`src/verilog/timer_consts.svh`:
```
`ifndef TIMER_CONSTS_SVH
`define TIMER_CONSTS_SVH
// register byte addresses (word aligned, 32-bit wishbone)
`define ADDR_CONTROL 4'h0
`define ADDR_PRESCALE 4'h4
`define ADDR_PERIOD 4'h8
`define ADDR_COUNT 4'hc
// control field positions
`define BIT_ERROR 13
`define BIT_PIN_FUNCTION_SEL_HI 12
`define BIT_PIN_FUNCTION_SEL_LO 11
`define BIT_LOAD 10
`define BIT_SOFT 9
`define BIT_FREE 8
`define BIT_PULSE_WIDTH_SEL_HI 7
`define BIT_PULSE_WIDTH_SEL_LO 6
`define BIT_RELOAD 5
`define BIT_STOP 4
`define BIT_CP 3
`define BIT_OUTPUT_POLARITY 2
`define BIT_DOUT 1
// prescale register layout
`define PSC_HI 9
`define PSC_LO 6
`define PRESCALE_PERIOD_HI 3
`define PRESCALE_PERIOD_LO 0
// reset values
`define CONTROL_RESET 16'h0010
`define PERIOD_RESET 16'hffff
`define PRESCALE_PERIOD_RESET 4'h0
`endif

```
`src/verilog/timer_pkg.sv`:
```
`default_nettype none
package timer_pkg;
  typedef enum logic [1:0] {
    PIN_HIZ,
    PIN_TIMER_OUT,
    PIN_GPIO_OUT,
    PIN_EXT_CLOCK
  } pin_pin_function_sel_t;
  typedef enum logic [1:0] {
    RUN_FREE,
    RUN_SOFT_WAIT,
    RUN_HALTED
  } run_state_t;
endpackage : timer_pkg
`default_nettype wire
```
`src/verilog/timer_control_pin.sv`:
```
// How it works
// - pin_function_sel 00: pin floats, internal clock
// - pin_function_sel 01: pin shows timer output events
// - pin_function_sel 10: pin driven from data-out bit
// - pin_function_sel 11: pin is input, counts rising edges
// - pin_function_sel field selects clock source too
// - load bit held copies periods to counts
// - free bit ignores emulation halt
// - hard stop halts timer immediately
// - soft stop halts at next zero
// - pulse width 1, 2, 4 or 8 clocks
// - auto-reload on zero restores the main count
// - stop bit resets to one, zero starts
// - prescaler ticks main count down
// - pulse or toggle mode by cp bit
// - polarity sets idle level of output
// - bad pin_function_sel change sets error flag
//
// Our own choices: the register addresses and the Wishbone slave port.
`timescale 1ns/100ps
`default_nettype none
`include "timer_consts.svh"
module timer_control_pin (
  input wire logic clock,
  input wire logic rstn,
  input wire logic wb_cyc_i,
  input wire logic wb_stb_i,
  input wire logic wb_we_i,
  input wire logic [3:0] wb_adr_i,
  input wire logic [3:0] wb_sel_i,
  input wire logic [31:0] wb_dat_i,
  output logic [31:0] wb_dat_o,
  output logic wb_ack_o,
  input wire logic emu_halt,
  input wire logic timer_pin_i,
  output logic timer_pin_o,
  output logic timer_pin_oe_n,
  output logic zero_event
);
  // ==========================================================
  // bus slave
  logic ack_ff;
  logic req;
  logic wr;
  logic lo_we;
  logic hi_we;
  logic [15:0] control_ff;
  logic [3:0] prescale_period_ff;
  logic [3:0] psc_ff;
  logic [15:0] period_ff;
  logic [15:0] count_ff;
  logic error_ff;
  logic out_level_ff;
  logic [3:0] width_cnt_ff;
  logic pin_sync_ff;
  logic pin_prev_ff;
  logic tick;
  logic running;
  logic psc_zero_ff;
  logic main_dec;
  logic hit_zero;
  logic reload_now;
  timer_pkg::pin_pin_function_sel_t pin_function_sel;
  timer_pkg::pin_pin_function_sel_t new_pin_function_sel;
  timer_pkg::run_state_t run_ff;

  assign req = wb_cyc_i & wb_stb_i & ~ack_ff;
  assign wr = req & wb_we_i;
  assign lo_we = wr & wb_sel_i[0];
  assign hi_we = wr & wb_sel_i[1];
  assign wb_ack_o = ack_ff;

  // one wait state: ack one cycle after request, dropped next cycle
  always_ff @(posedge clock) begin
    if (!rstn) begin
      ack_ff <= 1'b0;
    end else begin
      ack_ff <= req;
    end
  end

  always_ff @(posedge clock) begin
    if (!rstn) begin
      wb_dat_o <= 32'h0;
    end else if (req && !wb_we_i) begin
      case (wb_adr_i)
        `ADDR_CONTROL: wb_dat_o <= {16'h0, control_ff[15:14], error_ff,
          control_ff[12:1], 1'b0};
        `ADDR_PRESCALE: wb_dat_o <= {22'h0, psc_ff, 2'h0, prescale_period_ff};
        `ADDR_PERIOD: wb_dat_o <= {16'h0, period_ff};
        `ADDR_COUNT: wb_dat_o <= {16'h0, count_ff};
        default: wb_dat_o <= 32'h0;
      endcase
    end
  end

  // ==========================================================
  // control register
  assign pin_function_sel = timer_pkg::pin_pin_function_sel_t'(control_ff[`BIT_PIN_FUNCTION_SEL_HI:`BIT_PIN_FUNCTION_SEL_LO]);
  assign new_pin_function_sel =
    timer_pkg::pin_pin_function_sel_t'(wb_dat_i[`BIT_PIN_FUNCTION_SEL_HI:`BIT_PIN_FUNCTION_SEL_LO]);

  function automatic logic bad_change(input timer_pkg::pin_pin_function_sel_t from,
                                      input timer_pkg::pin_pin_function_sel_t to);
    bad_change = ((from == timer_pkg::PIN_TIMER_OUT ||
                   from == timer_pkg::PIN_GPIO_OUT) &&
                  (to == timer_pkg::PIN_HIZ || to == timer_pkg::PIN_EXT_CLOCK))
                 || (from == timer_pkg::PIN_EXT_CLOCK && to != from);
  endfunction : bad_change

  // the idle bit (15) is kept as plain storage only; the clock-change bit (14) is never written and reads zero
  always_ff @(posedge clock) begin
    if (!rstn) begin
      control_ff <= `CONTROL_RESET;
    end else begin
      if (lo_we && wb_adr_i == `ADDR_CONTROL) begin
        control_ff[7:1] <= wb_dat_i[7:1];
      end
      if (hi_we && wb_adr_i == `ADDR_CONTROL) begin
        control_ff[15] <= wb_dat_i[15];
        control_ff[12:8] <= wb_dat_i[12:8];
      end
    end
  end

  // set wins; reading control clears the flag
  always_ff @(posedge clock) begin
    if (!rstn) begin
      error_ff <= 1'b0;
    end else if (hi_we && wb_adr_i == `ADDR_CONTROL &&
                 bad_change(pin_function_sel, new_pin_function_sel)) begin
      error_ff <= 1'b1;
    end else if (req && !wb_we_i && wb_adr_i == `ADDR_CONTROL) begin
      error_ff <= 1'b0;
    end
  end

  always_ff @(posedge clock) begin
    if (!rstn) begin
      prescale_period_ff <= `PRESCALE_PERIOD_RESET;
      period_ff <= `PERIOD_RESET;
    end else begin
      if (lo_we && wb_adr_i == `ADDR_PRESCALE) begin
        prescale_period_ff <= wb_dat_i[`PRESCALE_PERIOD_HI:`PRESCALE_PERIOD_LO];
      end
      if (wb_adr_i == `ADDR_PERIOD) begin
        if (lo_we) begin
          period_ff[7:0] <= wb_dat_i[7:0];
        end
        if (hi_we) begin
          period_ff[15:8] <= wb_dat_i[15:8];
        end
      end
    end
  end

  // ==========================================================
  // clock source and emulation stop
  // pin clock is sampled, so external rate must stay below clock/2
  always_ff @(posedge clock) begin
    if (!rstn) begin
      pin_sync_ff <= 1'b0;
      pin_prev_ff <= 1'b0;
    end else begin
      pin_sync_ff <= timer_pin_i;
      pin_prev_ff <= pin_sync_ff;
    end
  end

  assign tick = (pin_function_sel == timer_pkg::PIN_EXT_CLOCK) ?
    (pin_sync_ff & ~pin_prev_ff) : 1'b1;

  always_ff @(posedge clock) begin
    if (!rstn) begin
      run_ff <= timer_pkg::RUN_FREE;
    end else begin
      case (run_ff)
        timer_pkg::RUN_FREE: begin
          if (emu_halt && !control_ff[`BIT_FREE]) begin
            run_ff <= control_ff[`BIT_SOFT] ?
              timer_pkg::RUN_SOFT_WAIT : timer_pkg::RUN_HALTED;
          end
        end
        timer_pkg::RUN_SOFT_WAIT: begin
          if (!emu_halt || control_ff[`BIT_FREE]) begin
            run_ff <= timer_pkg::RUN_FREE;
          end else if (hit_zero) begin
            run_ff <= timer_pkg::RUN_HALTED;
          end
        end
        timer_pkg::RUN_HALTED: begin
          if (!emu_halt || control_ff[`BIT_FREE]) begin
            run_ff <= timer_pkg::RUN_FREE;
          end
        end
        default: run_ff <= timer_pkg::RUN_FREE;
      endcase
    end
  end

  assign running = !control_ff[`BIT_STOP] &&
    run_ff != timer_pkg::RUN_HALTED &&
    !(emu_halt && !control_ff[`BIT_FREE] && !control_ff[`BIT_SOFT]);

  // ==========================================================
  // counters
  assign main_dec = running && tick && psc_zero_ff;
  assign hit_zero = main_dec && count_ff == 16'h1;
  // the count rests at zero for one main step, so one period is
  // (prescale period + 1) x (main period + 1) ticks
  assign reload_now = main_dec && count_ff == 16'h0 &&
    control_ff[`BIT_RELOAD];
  assign zero_event = hit_zero;

  always_ff @(posedge clock) begin
    if (!rstn) begin
      psc_ff <= `PRESCALE_PERIOD_RESET;
      count_ff <= `PERIOD_RESET;
      psc_zero_ff <= 1'b0;
    end else if (control_ff[`BIT_LOAD]) begin
      psc_ff <= prescale_period_ff;
      count_ff <= period_ff;
      psc_zero_ff <= 1'b0;
    end else if (running && tick) begin
      psc_zero_ff <= (psc_ff == 4'h0);
      psc_ff <= (psc_ff == 4'h0) ? prescale_period_ff : psc_ff - 4'h1;
      if (main_dec) begin
        if (reload_now) begin
          // prescaler restarted from its period on the tick before;
          // loading it again here would stretch each period by a tick
          count_ff <= period_ff;
        end else begin
          count_ff <= count_ff - 16'h1;
        end
      end
    end
  end

  // ==========================================================
  // pin output
  always_ff @(posedge clock) begin
    if (!rstn) begin
      out_level_ff <= 1'b0;
      width_cnt_ff <= 4'h0;
    end else if (pin_function_sel != timer_pkg::PIN_TIMER_OUT) begin
      out_level_ff <= 1'b0;
      width_cnt_ff <= 4'h0;
    end else if (control_ff[`BIT_CP]) begin
      width_cnt_ff <= 4'h0;
      if (hit_zero) begin
        out_level_ff <= ~out_level_ff;
      end
    end else if (hit_zero) begin
      out_level_ff <= 1'b1;
      width_cnt_ff <= 4'(1 << control_ff[`BIT_PULSE_WIDTH_SEL_HI:`BIT_PULSE_WIDTH_SEL_LO]) - 4'h1;
    end else if (width_cnt_ff != 4'h0) begin
      width_cnt_ff <= width_cnt_ff - 4'h1;
    end else begin
      out_level_ff <= 1'b0;
    end
  end

  always_ff @(posedge clock) begin
    if (!rstn) begin
      timer_pin_o <= 1'b0;
      timer_pin_oe_n <= 1'b1;
    end else begin
      case (pin_function_sel)
        timer_pkg::PIN_TIMER_OUT: begin
          timer_pin_o <= out_level_ff ^ control_ff[`BIT_OUTPUT_POLARITY];
          timer_pin_oe_n <= 1'b0;
        end
        timer_pkg::PIN_GPIO_OUT: begin
          timer_pin_o <= control_ff[`BIT_DOUT];
          timer_pin_oe_n <= 1'b0;
        end
        default: begin
          timer_pin_o <= 1'b0;
          timer_pin_oe_n <= 1'b1;
        end
      endcase
    end
  end
endmodule : timer_control_pin
`default_nettype wire

```
`config.mk`:
```
export PLATFORM = sky130hd
export DESIGN_NAME = timer_control_pin
export DESIGN_NICKNAME = d
export VERILOG_FILES = /design/src/verilog/timer_pkg.sv /design/src/verilog/timer_control_pin.sv
export VERILOG_INCLUDE_DIRS = /design/src /design/src/verilog
export SDC_FILE = /design/constraint.sdc
export NUM_CORES = 1
export LEC_CHECK = 0
export BUFFER_PORTS_ARGS = -buffer_cell sky130_fd_sc_hd__clkbuf_2
export CAP_MARGIN = 30
export CORE_MARGIN = 2
export CORE_UTILIZATION = 25
export DETAILED_ROUTE_END_ITERATION = 12
export GPL_TIMING_DRIVEN = 1
export HOLD_SLACK_MARGIN = 0.02
export PLACE_DENSITY = 0.53
export REMOVE_ABC_BUFFERS = 1
export SYNTH_ARGS = -nofsm -noshare
export SYNTH_HDL_FRONTEND = slang
export SYNTH_SLANG_ARGS = --single-unit
```
`constraint.sdc`:
```
create_clock -name clock -period 3.15 [get_ports clock]
set_input_delay 0.1575 -clock clock [delete_from_list [all_inputs] [get_ports clock]]
set_output_delay 0.1575 -clock clock [all_outputs]
set_load 0.02 [all_outputs]
```
==> results of run 1 <==
## cells by family after synthesis
logic type	count (synthesis)	synth area share
muxes	19	0.0447
xor gates and xnor gates	2	0.00401
and+or+nand+nor	193	0.247
DFF	83	0.380
buffers and inverters	71	0.0788
adders and majority gates	8	0.0229
other	1	0.000859
AOI/OAI and AO/OA	143	0.221
## path summary, 6_finish.rpt
kind	slack [ns]	end	depth (start not counted)	start
min	0.04	period_ff[13]	3	wb_dat_i[13]
min reg2reg	0.45	pin_prev_ff	1	pin_sync_ff
max	0.66	zero_event	6	control_ff[12]
max reg2reg	0.67	count_ff[6]	6	control_ff[12]
## layer usage
metal | vias to the layer above | track usage | wire length [um]
li1 | 1952 | - | -
met1 | 1938 | 0.193 | 6110
met2 | 136 | 0.246 | 6520
met3 | 22 | 0.0261 | 657
met4 | 0 | 0.0637 | 386
met5 | - | 0 | 0
## power groups by stage
stage	sequential [uW]	combinational (uW)	clock, uW
global placement	1090	123	0
CTS	1060	126	1170
floorplan	1090	56.5	0
finish	1060	126	1140
global route	1060	137	1200
detailed placement	1090	125	0
## synthesized netlist by cell type, types with 6 or more instances
cell type   n  share of area
o21a_1     14          0.024
nand4_1     9          0.013
nor2_1     22          0.019
nor3_1      6         0.0069
o21ai_0    17          0.019
buf_4      16          0.028
nor4_1     10          0.014
and3_1      6         0.0086
and2_1      9          0.013
dfxtp_1    83           0.38
ha_1        8          0.023
nand3_1    21          0.024
nand2_1    60          0.052
mux2i_1    18          0.041
a32oi_1     9          0.018
a22oi_1    19          0.033
o22ai_1     6         0.0086
clkbuf_1   21          0.018
nor2b_1    17          0.024
a21oi_1    40          0.046
buf_2       8         0.0092
inv_1      24          0.021
## through the flow
stage                     total power (uW)  instances  setup slack (ns)  hold WS [ns]  utilization
final                                 2330        789             0.663        0.0356        0.299
after global routing                  2400        789             0.436        0.0454        0.299
after CTS                             2360        789             0.693        0.0288        0.299
after detailed placement              1210        773             0.720         0.369        0.280
after global placement                1210        773             0.832         0.366        0.280
after floorplan                       1140        489             0.912         0.219            -
## registers in the layout, summed over array words and instances, names as in the netlist, 2 cells and up
name,count
wb_dat_o,16
control_ff,13
period_ff,16
run_ff,2
count_ff,16
prescale_period_ff,4
psc_ff,4
width_cnt_ff,4
## layout make-up
cell class              instances  share of cell area
clock buffers                  11              0.0473
clock inverters                 4              0.0146
inverters                      25              0.0183
multi-input cells             381               0.476
flip-flops and latches         83               0.324
well taps                     225              0.0549
repair buffers                 60              0.0649
## critical path: cells and delay by family (launching register included)
kind | cells | cell delay [ns]
DFF | 1 | 0.45
and+or+nand+nor | 2 | 0.35
buffers and inverters | 2 | 0.26
AOI/OAI and AO/OA | 1 | 0.71
adders and majority gates | 1 | 0.22
==> results by group, run 1 <==
Synthesis
  – Post-Syn Area: between 4000 and 5000 sq um
  – Post-synth EDFFs: 0
  – Asr flop ratio synth: 0
  – Synth Register Bits: between 80 and 90
  – Synth Instances: 520
  – Mean Syn Cell Area: between 8 and 9 sq um
  – Post-synth top flop: dfxtp_1
  – Ys Warns: 0
  – Unique masters post-synth: between 60 and 70
  – Seq/Total Area, Yosys: 0.380

Timing
  – Achievable frequency: a little over 400 MHz
  – Final Hold Fails: 0
  – Relative slew slack: 0.438
  – Final Setup Violations: 0
  – Clock skew: a little over 0.008 ns
  – Measured slew at the worst slew-check pin: around 0.84 ns
  – Final setup TNS: 0 ns
  – Clock period minus worst slack: ~2.5 ns
  – Final slew viol count: 0
  – RSZ-0062 raised after global routing: false
  – Final period util: 0.789

GRT
  – First-pass GRT wire length: between 20,000 and 25,000 um
  – Pin count of the biggest net entering global routing: between 40 and 50
  – Global Route Usage Sum: 0.150
  – Remaining global-route overflow: 0
  – Vias in the first global route: about 3.8k
  – Initial antenna violation count: 0

Routing
  – Iteration-0 DRC Markers: between 200 and 250
  – DRC viols: 0
  – Vias: 4,048
  – Drt first pass iters: 5
  – Via-to-Cell Ratio: 5.13
  – Routed Antenna Nets: 0
  – DRT Wirelength: roughly 14,000 um
  – WL per Instance: between 15 and 20 um

Job
  – # Max-Cap Violations: 0

Layout
  – Final instance area: between 5000 and 6000 sq um
  – Layout cell share with drive strength beyond 1: 0.160
  – Layout area overhead: 17.4%
  – Area of the multi-input gates: ~2400 sq um
  – Sequential cell area: about 1700 sq um
  – Fillcell total: approximately 1.9k
  – Ant diodes: 0
  – Most frequent cells in the layout: dfxtp_1 (83), nand2_1 (60), clkbuf_2 (48), a21oi_1 (40), inv_1 (24)
  – Layout Nets: around 620
  – Most common cell after layout, fill and taps aside: dfxtp_1

Clock network
  – CTS clk-pin slew, worst paths: ~0.060 ns
  – Setup Fix Bufs, Post-CTS: 0
  – CTS tree: done
  – Total CTS buffers: 9
  – H-Tree Depth: 3
  – Post-CTS Resized: 0
  – CTS sink cnt: 83
  – Clock buffer depth: 2
  – Root Buffer: clkbuf_16
  – Hold Buf Count CTS: 1
  – Clock latency on the worst-skew pair: around 0.34 ns

Die
  – Core box area: 17,200 sq um
  – # IOs: 83
  – Die area: 18,500 sq um
  – Die height: 136 um
  – Die width: roughly 140 um
  – Initial Util: 0.254
  – Core Rows: between 40 and 50

Place
  – Post-DP HPWL: between 9000 and 10,000 um
  – IO buf count: 48
  – Post-DP Area: just under 5000 sq um
  – Final GP Congestion: just under 0.9

Setup path
  – CP Launch Type: flip-flop
  – Crit end category: primary output
  – Cell Chain, Critical Path: ha_1, inv_1, o2111ai_1, nor2_1, and3_1, clkbuf_2
  – Max incr delay on CP: slightly above 0.7 ns
  – Critical Path AT: 2.33 ns
  – Critical setup path kind: flip-flop to primary output
  – Critical Path RT: approximately 3.0 ns
  – Critical-path maximum fanout: 7
  – Crit-path slowest cell: o2111ai_1

Power and ir drop
  – PD cells: roughly 450 nW/um^2
  – VDD IR max: around 0.22 mV
  – Leakage: 0.00211 uW
  – Sequential power share: 0.456
  – Internal: around 1800 uW
  – Combinational share of power: 0.054
  – Switching portion of total power: 0.224
  – Switch Pwr: 523 uW
  – Clock share of power: 0.490

Run status
  – Status: finished clean

Hold path
  – Hold Crit Class: input port to flip-flop
No activity file was read; power rests on OpenSTA's default activity.
==> inputs of run 2 (changes only) <==
Settings changed: ABC_AREA from default to 1.
Clock period 3.15 ns to 2.6 ns, I/O delays scaled along.
==> results by group, run 2 <==
Routing
  – Via-to-Cell Ratio: 4.53 (was 5.13)
  – Drt first pass iters: 7 (was 5)
  – WL per Instance: 14.0 um (was 17.3 um)
  – DRT Wirelength: 12,600 um (was 13,700 um)
  – Routed Antenna Nets: 0 (unchanged)
  – DRC viols: 0 (unchanged)
  – Iteration-0 DRC Markers: 291 (was 231)
  – Vias: 4,058 (was 4,048)

Synthesis
  – Synth cell count leaders: nand2_1 (145), dfxtp_1 (83), inv_1 (69), nor2_1 (50), o21ai_0 (48) (was dfxtp_1 (83), nand2_1 (60), a21oi_1 (40), inv_1 (24), nor2_1 (22))
  – Top-count cell post-synth: nand2_1 (was dfxtp_1)
  – Unique masters post-synth: 38 (was 68)
  – Ys Warns: 0 (unchanged)
  – Seq/Total Area, Yosys: 0.380 (about the same)
  – Top cell type's share of synthesized area: 0.380 (about the same)
  – Synth area leaders: dfxtp_1 (38%), nand2_1 (12%), inv_1 (5.9%), o21ai_0 (5.5%), a21oi_1 (5.3%) (was dfxtp_1 (38%), nand2_1 (5.2%), a21oi_1 (4.6%), mux2i_1 (4.1%), a22oi_1 (3.3%))
  – Post-synth EDFFs: 0 (unchanged)
  – Asr flop ratio synth: 0 (unchanged)
  – Post-Syn Area: 4370 sq um (about the same)
  – Mean Syn Cell Area: 7.05 sq um (was 8.40 sq um)
  – Synth Register Bits: 83 (unchanged)
  – Synth area leader: dfxtp_1 (unchanged)
  – Synth Instances: 620 (was 520)
  – Post-synth top flop: dfxtp_1 (unchanged)

Layout
  – Area of the multi-input gates: 2270 sq um (was 2440 sq um)
  – Most frequent cells in the layout: nand2_1 (145), dfxtp_1 (83), inv_1 (69), nor2_1 (50) (was dfxtp_1 (83), nand2_1 (60), clkbuf_2 (48), a21oi_1 (40), inv_1 (24))
  – Fillcell total: 1,925 (was 1,854)
  – Largest regs: count_ff x16, period_ff x16, wb_dat_o x16 (unchanged)
  – Non-filler cells, final: 896 (was 789)
  – Ant diodes: 0 (unchanged)
  – Layout Nets: 724 (was 615)
  – Sequential cell area: 1660 sq um (unchanged)
  – Layout cell share with drive strength beyond 1: 0.142 (was 0.160)
  – Most common cell after layout, fill and taps aside: nand2_1 (was dfxtp_1)
  – Layout area overhead: 17.0% (was 17.4%)
  – Core Util, Final: 0.298 (was 0.299)

Place
  – # placed instances: 880 (was 773)
  – IO buf count: 48 (unchanged)
  – Post-DP HPWL: 9590 um (was 9950 um)
  – Final GP Congestion: 0.896 (was 0.888)

Clock network
  – CTS clk-pin slew, worst paths: 0.06 ns (about the same)
  – Root Buffer: clkbuf_16 (unchanged)
  – Setup Fix Bufs, Post-CTS: 0 (unchanged)
  – CTS tree: done (unchanged)
  – Hold Buf Count CTS: 3 (was 1)
  – H-Tree Depth: 3 (unchanged)
  – Clock latency on the worst-skew pair: 0.34 ns (about the same)
  – Clock buffer depth: 2 (unchanged)
  – CTS sink cnt: 83 (unchanged)
  – Total CTS buffers: 9 (unchanged)
  – Post-CTS Resized: 0 (unchanged)

Power and ir drop
  – Design Power: 2730 uW (was 2330 uW)
  – Sequential power share: 0.472 (was 0.456)
  – PD cells: 534 nW/um^2 (was 454 nW/um^2)
  – Leakage: 0.00221 uW (was 0.00211 uW)
  – VDD IR max: 0.287 mV (was 0.220 mV)
  – Switch Pwr: 620 uW (was 523 uW)
  – Switching portion of total power: 0.227 (was 0.224)
  – Clock share of power: 0.470 (was 0.490)
  – Internal: 2110 uW (was 1810 uW)
  – Combinational share of power: 0.058 (was 0.054)

Timing
  – Clock period minus worst slack: approximately 2.1 ns
  – RSZ-0062 raised after global routing: false (unchanged)
  – Measured slew at the worst slew-check pin: 0.629 ns (was 0.836 ns)
  – Achievable frequency: ~480 MHz
  – Final slew viol count: 0 (unchanged)
  – Final setup TNS: 0 ns (unchanged)
  – Final period util: 0.809
  – Final Setup Violations: 0 (unchanged)
  – Relative slew slack: 0.579 (was 0.438)
  – Clock skew: 0.00578 ns (was 0.00819 ns)
  – Final Hold Fails: 0 (unchanged)

Die
  – Core Rows: 48 (unchanged)
  – Die height: 136 um (about the same)
  – # IOs: 83 (unchanged)
  – Die width: 136 um (about the same)
  – Die area: 18,600 sq um (was 18,500 sq um)
  – Core box area: 17,200 sq um (unchanged)
  – Initial Util: 0.255 (was 0.254)

Setup path
  – CP Launch Type: flip-flop (unchanged)
  – Critical-path maximum fanout: 8 (was 7)
  – Critical Path AT: 2.37 ns (was 2.33 ns)
  – Critical setup path kind: flip-flop to flip-flop (was flip-flop to primary output)
  – Critical Path RT: 2.87 ns (was 2.99 ns)
  – Crit end category: flip-flop (was primary output)

Run status
  – Status: finished clean (unchanged)

Job
  – # Max-Cap Violations: 0 (unchanged)

GRT
  – Pin count of the biggest net entering global routing: 31 (was 48)
  – Vias in the first global route: 3,715 (was 3,830)
  – Remaining global-route overflow: 0 (unchanged)
  – First-pass GRT wire length: 19,500 um (was 21,300 um)
  – Global Route Usage Sum: 0.137 (was 0.150)
  – Initial antenna violation count: 0 (unchanged)

Hold path
  – Hold Crit Class: input port to flip-flop (unchanged)
## run 2: changes by cell type in the layout (fill, tap and decap cells not counted), moves of 13 or more
cell | previous run | this run
nand2_1 | 60 | 145
o21ai_0 | 17 | 48
mux2i_1 | 18 | 0
a22oi_1 | 19 | 1
nand3_1 | 21 | 41
o21a_1 | 14 | 0
nor2_1 | 22 | 50
nor2b_1 | 17 | 0
o211ai_1 | 4 | 17
inv_1 | 24 | 69
## run 2: path summary, 6_finish.rpt
| path | start | to | slack, ns | cells past startpoint |
|---|---|---|---|---|
| worst max-delay path | control_ff[11] | width_cnt_ff[2] | 0.50 | 10 |
| worst min register to register | pin_sync_ff | pin_prev_ff | 0.42 | 2 |
| worst min-delay path | wb_dat_i[6] | period_ff[6] | 0.02 | 3 |
| worst max register to register | control_ff[11] | width_cnt_ff[2] | 0.50 | 10 |
## run 2: cells by family after synthesis
kind of cell	Yosys count	synth area share
buf+inv	109	0.114
simple gates	268	0.271
flops	83	0.380
other cells	1	0.000858
fa+ha+maj	8	0.0229
xor+xnor	12	0.0240
compound gates	139	0.187
## run 2: layer usage
| metal | wire [um] | global-route usage |
|---|---|---|
| met5 | 0 | 0 |
| met1 | 6240 | 0.193 |
| met2 | 5580 | 0.216 |
| met4 | 97 | 0.0330 |
| met3 | 636 | 0.0254 |
## run 2: per-stage QoR
stage | setup slack [ns] | area (sq um) | hold WS [ns]
after floorplan | 0.742 | 4200 | 0.214
after global placement | 0.561 | 4790 | 0.323
after detailed placement | 0.477 | 4790 | 0.315
after CTS | 0.478 | 5110 | 0.0260
after global routing | 0.324 | 5110 | 0.0499
final | 0.498 | 5110 | 0.0240
## run 2: cell type report
type / count / share of cell area
inverter: 71 / 0.0521
multi-input combinational: 443 / 0.444
clock inverter: 2 / 0.00734
clock buffer: 11 / 0.0494
tap: 225 / 0.0550
sequential: 83 / 0.325
timing repair buffer: 61 / 0.0675
## run 2: power by group through the flow
stage	combinational (uW)	clock, uW	sequential (uW)
6_report	158	1280	1290
5_1_grt	175	1350	1290
4_1_cts	160	1310	1290
3_5_place_dp	156	0	1320
3_3_place_gp	156	0	1320
2_1_floorplan	75.5	0	1320
## run 2: worst max-delay path: stages (launching register included)
cell,delay [ns]
dfxtp_1,0.35
ha_1,0.22
nand2_1,0.14
nand3_1,0.19
nor2_2,0.26
nand2_2,0.19
nand2_1,0.13
nand2_2,0.07
ha_1,0.20
nand3b_1,0.15
a21oi_1,0.14
==> inputs of run 3 (changes only) <==
Settings changed: PLACE_DENSITY 0.53 to 0.55.
Clock period 2.6 ns to 1.9 ns, I/O delays scaled along.
==> results by group, run 3 (synthesis gave the netlist of run 2 again) <==
Die
  – Initial Util: 0.255 (unchanged)
  – Die area: 18,600 sq um (unchanged)
  – Core box area: 17,200 sq um (unchanged)
  – Die height: 136 um (unchanged)
  – Core Rows: 48 (unchanged)
  – Die width: 136 um (unchanged)
  – # IOs: 83 (unchanged)

Setup path
  – Worst path top cell family by delay: simple AND/OR/NAND/NOR gates (unchanged)
  – Critical Path RT: 1.80 ns (was 2.87 ns)
  – Max incr delay on CP: 0.34 ns (was 0.35 ns)
  – CP bufs+invs: 2 (was 0)
  – Critical setup path kind: flip-flop to primary output (was flip-flop to flip-flop)
  – Critical-path maximum fanout: 4 (was 8)
  – Critical Path AT: 1.72 ns (was 2.37 ns)
  – Reg2Reg Setup Slack: 0.13 ns (was 0.50 ns)
  – Crit end category: primary output (was flip-flop)
  – CP Launch Type: flip-flop (unchanged)
  – Crit-path slowest cell: dfxtp_1 (unchanged)
  – Cell Chain, Critical Path: ha_1, nand2_2, nand4_1, nor2_2, buf_4, buf_2 (was ha_1, nand2_1, nand3_1, nor2_2, nand2_2, nand2_1, nand2_2, ha_1, nand3b_1, a21oi_1)

Timing
  – Final Hold Fails: 0 (unchanged)
  – RSZ-0062 raised after global routing: true (was false)
  – Measured slew at the worst slew-check pin: 0.580 ns (was 0.629 ns)
  – Relative slew slack: 0.613 (was 0.579)
  – Final period util: 0.955
  – Final Setup Violations: 0 (unchanged)
  – Clock skew: 0.00517 ns (was 0.00578 ns)
  – Achievable frequency: approximately 550 MHz
  – Clock period minus worst slack: between 1.5 and 2 ns
  – Final slew viol count: 0 (unchanged)

Routing
  – Iteration-0 DRC Markers: 286 (was 291)
  – DRC viols: 0 (unchanged)
  – Routed Antenna Nets: 0 (unchanged)
  – Vias: 4,226 (was 4,058)
  – Drt first pass iters: 7 (unchanged)
  – DRT Wirelength: 12,900 um (was 12,600 um)
  – Via-to-Cell Ratio: 4.55 (was 4.53)
  – WL per Instance: 13.9 um (was 14.0 um)

GRT
  – Initial antenna violation count: 0 (unchanged)
  – First-pass GRT wire length: 20,500 um (was 19,500 um)
  – Pin count of the biggest net entering global routing: 27 (was 31)
  – Vias in the first global route: 3,912 (was 3,715)
  – Global Route Usage Sum: 0.144 (was 0.137)
  – Remaining global-route overflow: 0 (unchanged)

Layout
  – Core Util, Final: 0.317 (was 0.298)
  – Sequential cell area: 1670 sq um (was 1660 sq um)
  – Most common cell after layout, fill and taps aside: nand2_1 (unchanged)
  – Non-filler cells, final: 929 (was 896)
  – Fillcell total: 1,879 (was 1,925)
  – Ant diodes: 0 (unchanged)
  – Layout cell share with drive strength beyond 1: 0.176 (was 0.142)
  – Layout Nets: 754 (was 724)
  – Most frequent cells in the layout: nand2_1 (144), dfxtp_1 (80), inv_1 (67) (was nand2_1 (145), dfxtp_1 (83), inv_1 (69), nor2_1 (50))
  – Layout area overhead: 24.4% (was 17.0%)
  – Largest regs: count_ff x16, period_ff x16, wb_dat_o x16 (unchanged)
  – Area of the multi-input gates: 2300 sq um (was 2270 sq um)

Place
  – Final GP Congestion: 0.903 (was 0.896)
  – Post-DP HPWL: 9750 um (was 9590 um)
  – # placed instances: 896 (was 880)
  – IO buf count: 48 (unchanged)

Clock network
  – CTS tree: done (unchanged)
  – Total CTS buffers: 9 (unchanged)
  – CTS sink cnt: 83 (unchanged)
  – H-Tree Depth: 3 (unchanged)
  – Clock buffer depth: 2 (unchanged)
  – Root Buffer: clkbuf_16 (unchanged)
  – Clock latency on the worst-skew pair: 0.35 ns (was 0.34 ns)
  – CTS clk-pin slew, worst paths: 0.06 ns (about the same)

Run status
  – Status: finished clean (unchanged)

Power and ir drop
  – PD cells: 712 nW/um^2 (was 534 nW/um^2)
  – Leakage: 0.00236 uW (was 0.00221 uW)
  – Design Power: 3870 uW (was 2730 uW)
  – VDD IR max: 0.415 mV (was 0.287 mV)

Job
  – # Max-Cap Violations: 0 (unchanged)

Hold path
  – Hold Crit Class: input port to flip-flop (unchanged)
==> run 3: cell types whose count changed in the layout (fill, tap and decap cells not counted), sizes merged <==
| cell | previous run | this run |
|---|---|---|
| buf | 10 | 29 |
| dlygate4sd3 | 3 | 15 |
| clkinv | 0 | 4 |
| clkbuf | 59 | 57 |
| bufinv | 1 | 2 |
| inv | 71 | 70 |
==> run 3: what timing repair did <==
action | CTS | global route
endpoints found under the hold margin | 17 | 0
pin swaps | 0 | 2
resized for setup | 1 | 14
buffers inserted | 0 | 2
hold buffers | 15 | 0
endpoints found under the setup margin | 1 | 9
==> run 3: metrics by stage <==
stage	setup TNS (ns)	hold WS, ns	setup WS, ns	cell area [sq um]
finish	0	0.0548	0.0849	5440
global route	-0.0558	0.101	-0.0351	5440
CTS	0	0.0549	0.0412	5390
detailed placement	0	0.292	0.0916	4930
global placement	0	0.296	0.140	4930
floorplan	0	0.179	0.0420	4200
==> run 3: area by class of cell <==
| type | count | area share |
|---|---|---|
| Multi-Input combinational cell | 443 | 0.423 |
| Sequential cell | 83 | 0.306 |
| Timing Repair Buffer | 91 | 0.113 |
| Tap cell | 225 | 0.0518 |
| Inverter | 71 | 0.0497 |
| Clock buffer | 10 | 0.0421 |
| Clock inverter | 6 | 0.0147 |
==> run 3: metal layers <==
| metal | GRT usage | vias to the layer above | wire length (um) |
|---|---|---|---|
| met1 | 0.201 | 1931 | 6280 |
| met2 | 0.218 | 110 | 5590 |
| li1 | - | 2165 | - |
| met4 | 0.0376 | 0 | 236 |
| met3 | 0.0388 | 20 | 783 |
| met5 | 0 | - | 0 |
==> run 3: worst register-to-register path, cell delays in order (launching register included) <==
cell and delay, ns:
dfxtp_1 0.31, inv_1 0.13, ha_1 0.19, inv_1 0.04, nor2_1 0.09, nand2_1 0.07
nor2_2 0.15, nand2_2 0.08, nand2_1 0.09, nand2_2 0.06, ha_1 0.20, nand3b_1 0.15
a21oi_1 0.13
==> run 3: worst paths after layout <==
path                  startpoint  depth (start not counted)              end
setup reg to reg     count_ff[1]                         12  width_cnt_ff[2]
hold reg to reg      pin_sync_ff                          2      pin_prev_ff
setup / recovery  control_ff[11]                          6       zero_event
hold / removal      wb_dat_i[12]                          3    period_ff[12]
==> run 3: power breakdown <==
| part | total [uW] | internal [uW] | switching [uW] |
|---|---|---|---|
| Clock | 1860 | 1140 | 720 |
| Sequential | 1760 | 1750 | 10.5 |
| Combinational | 246 | 87.0 | 159 |
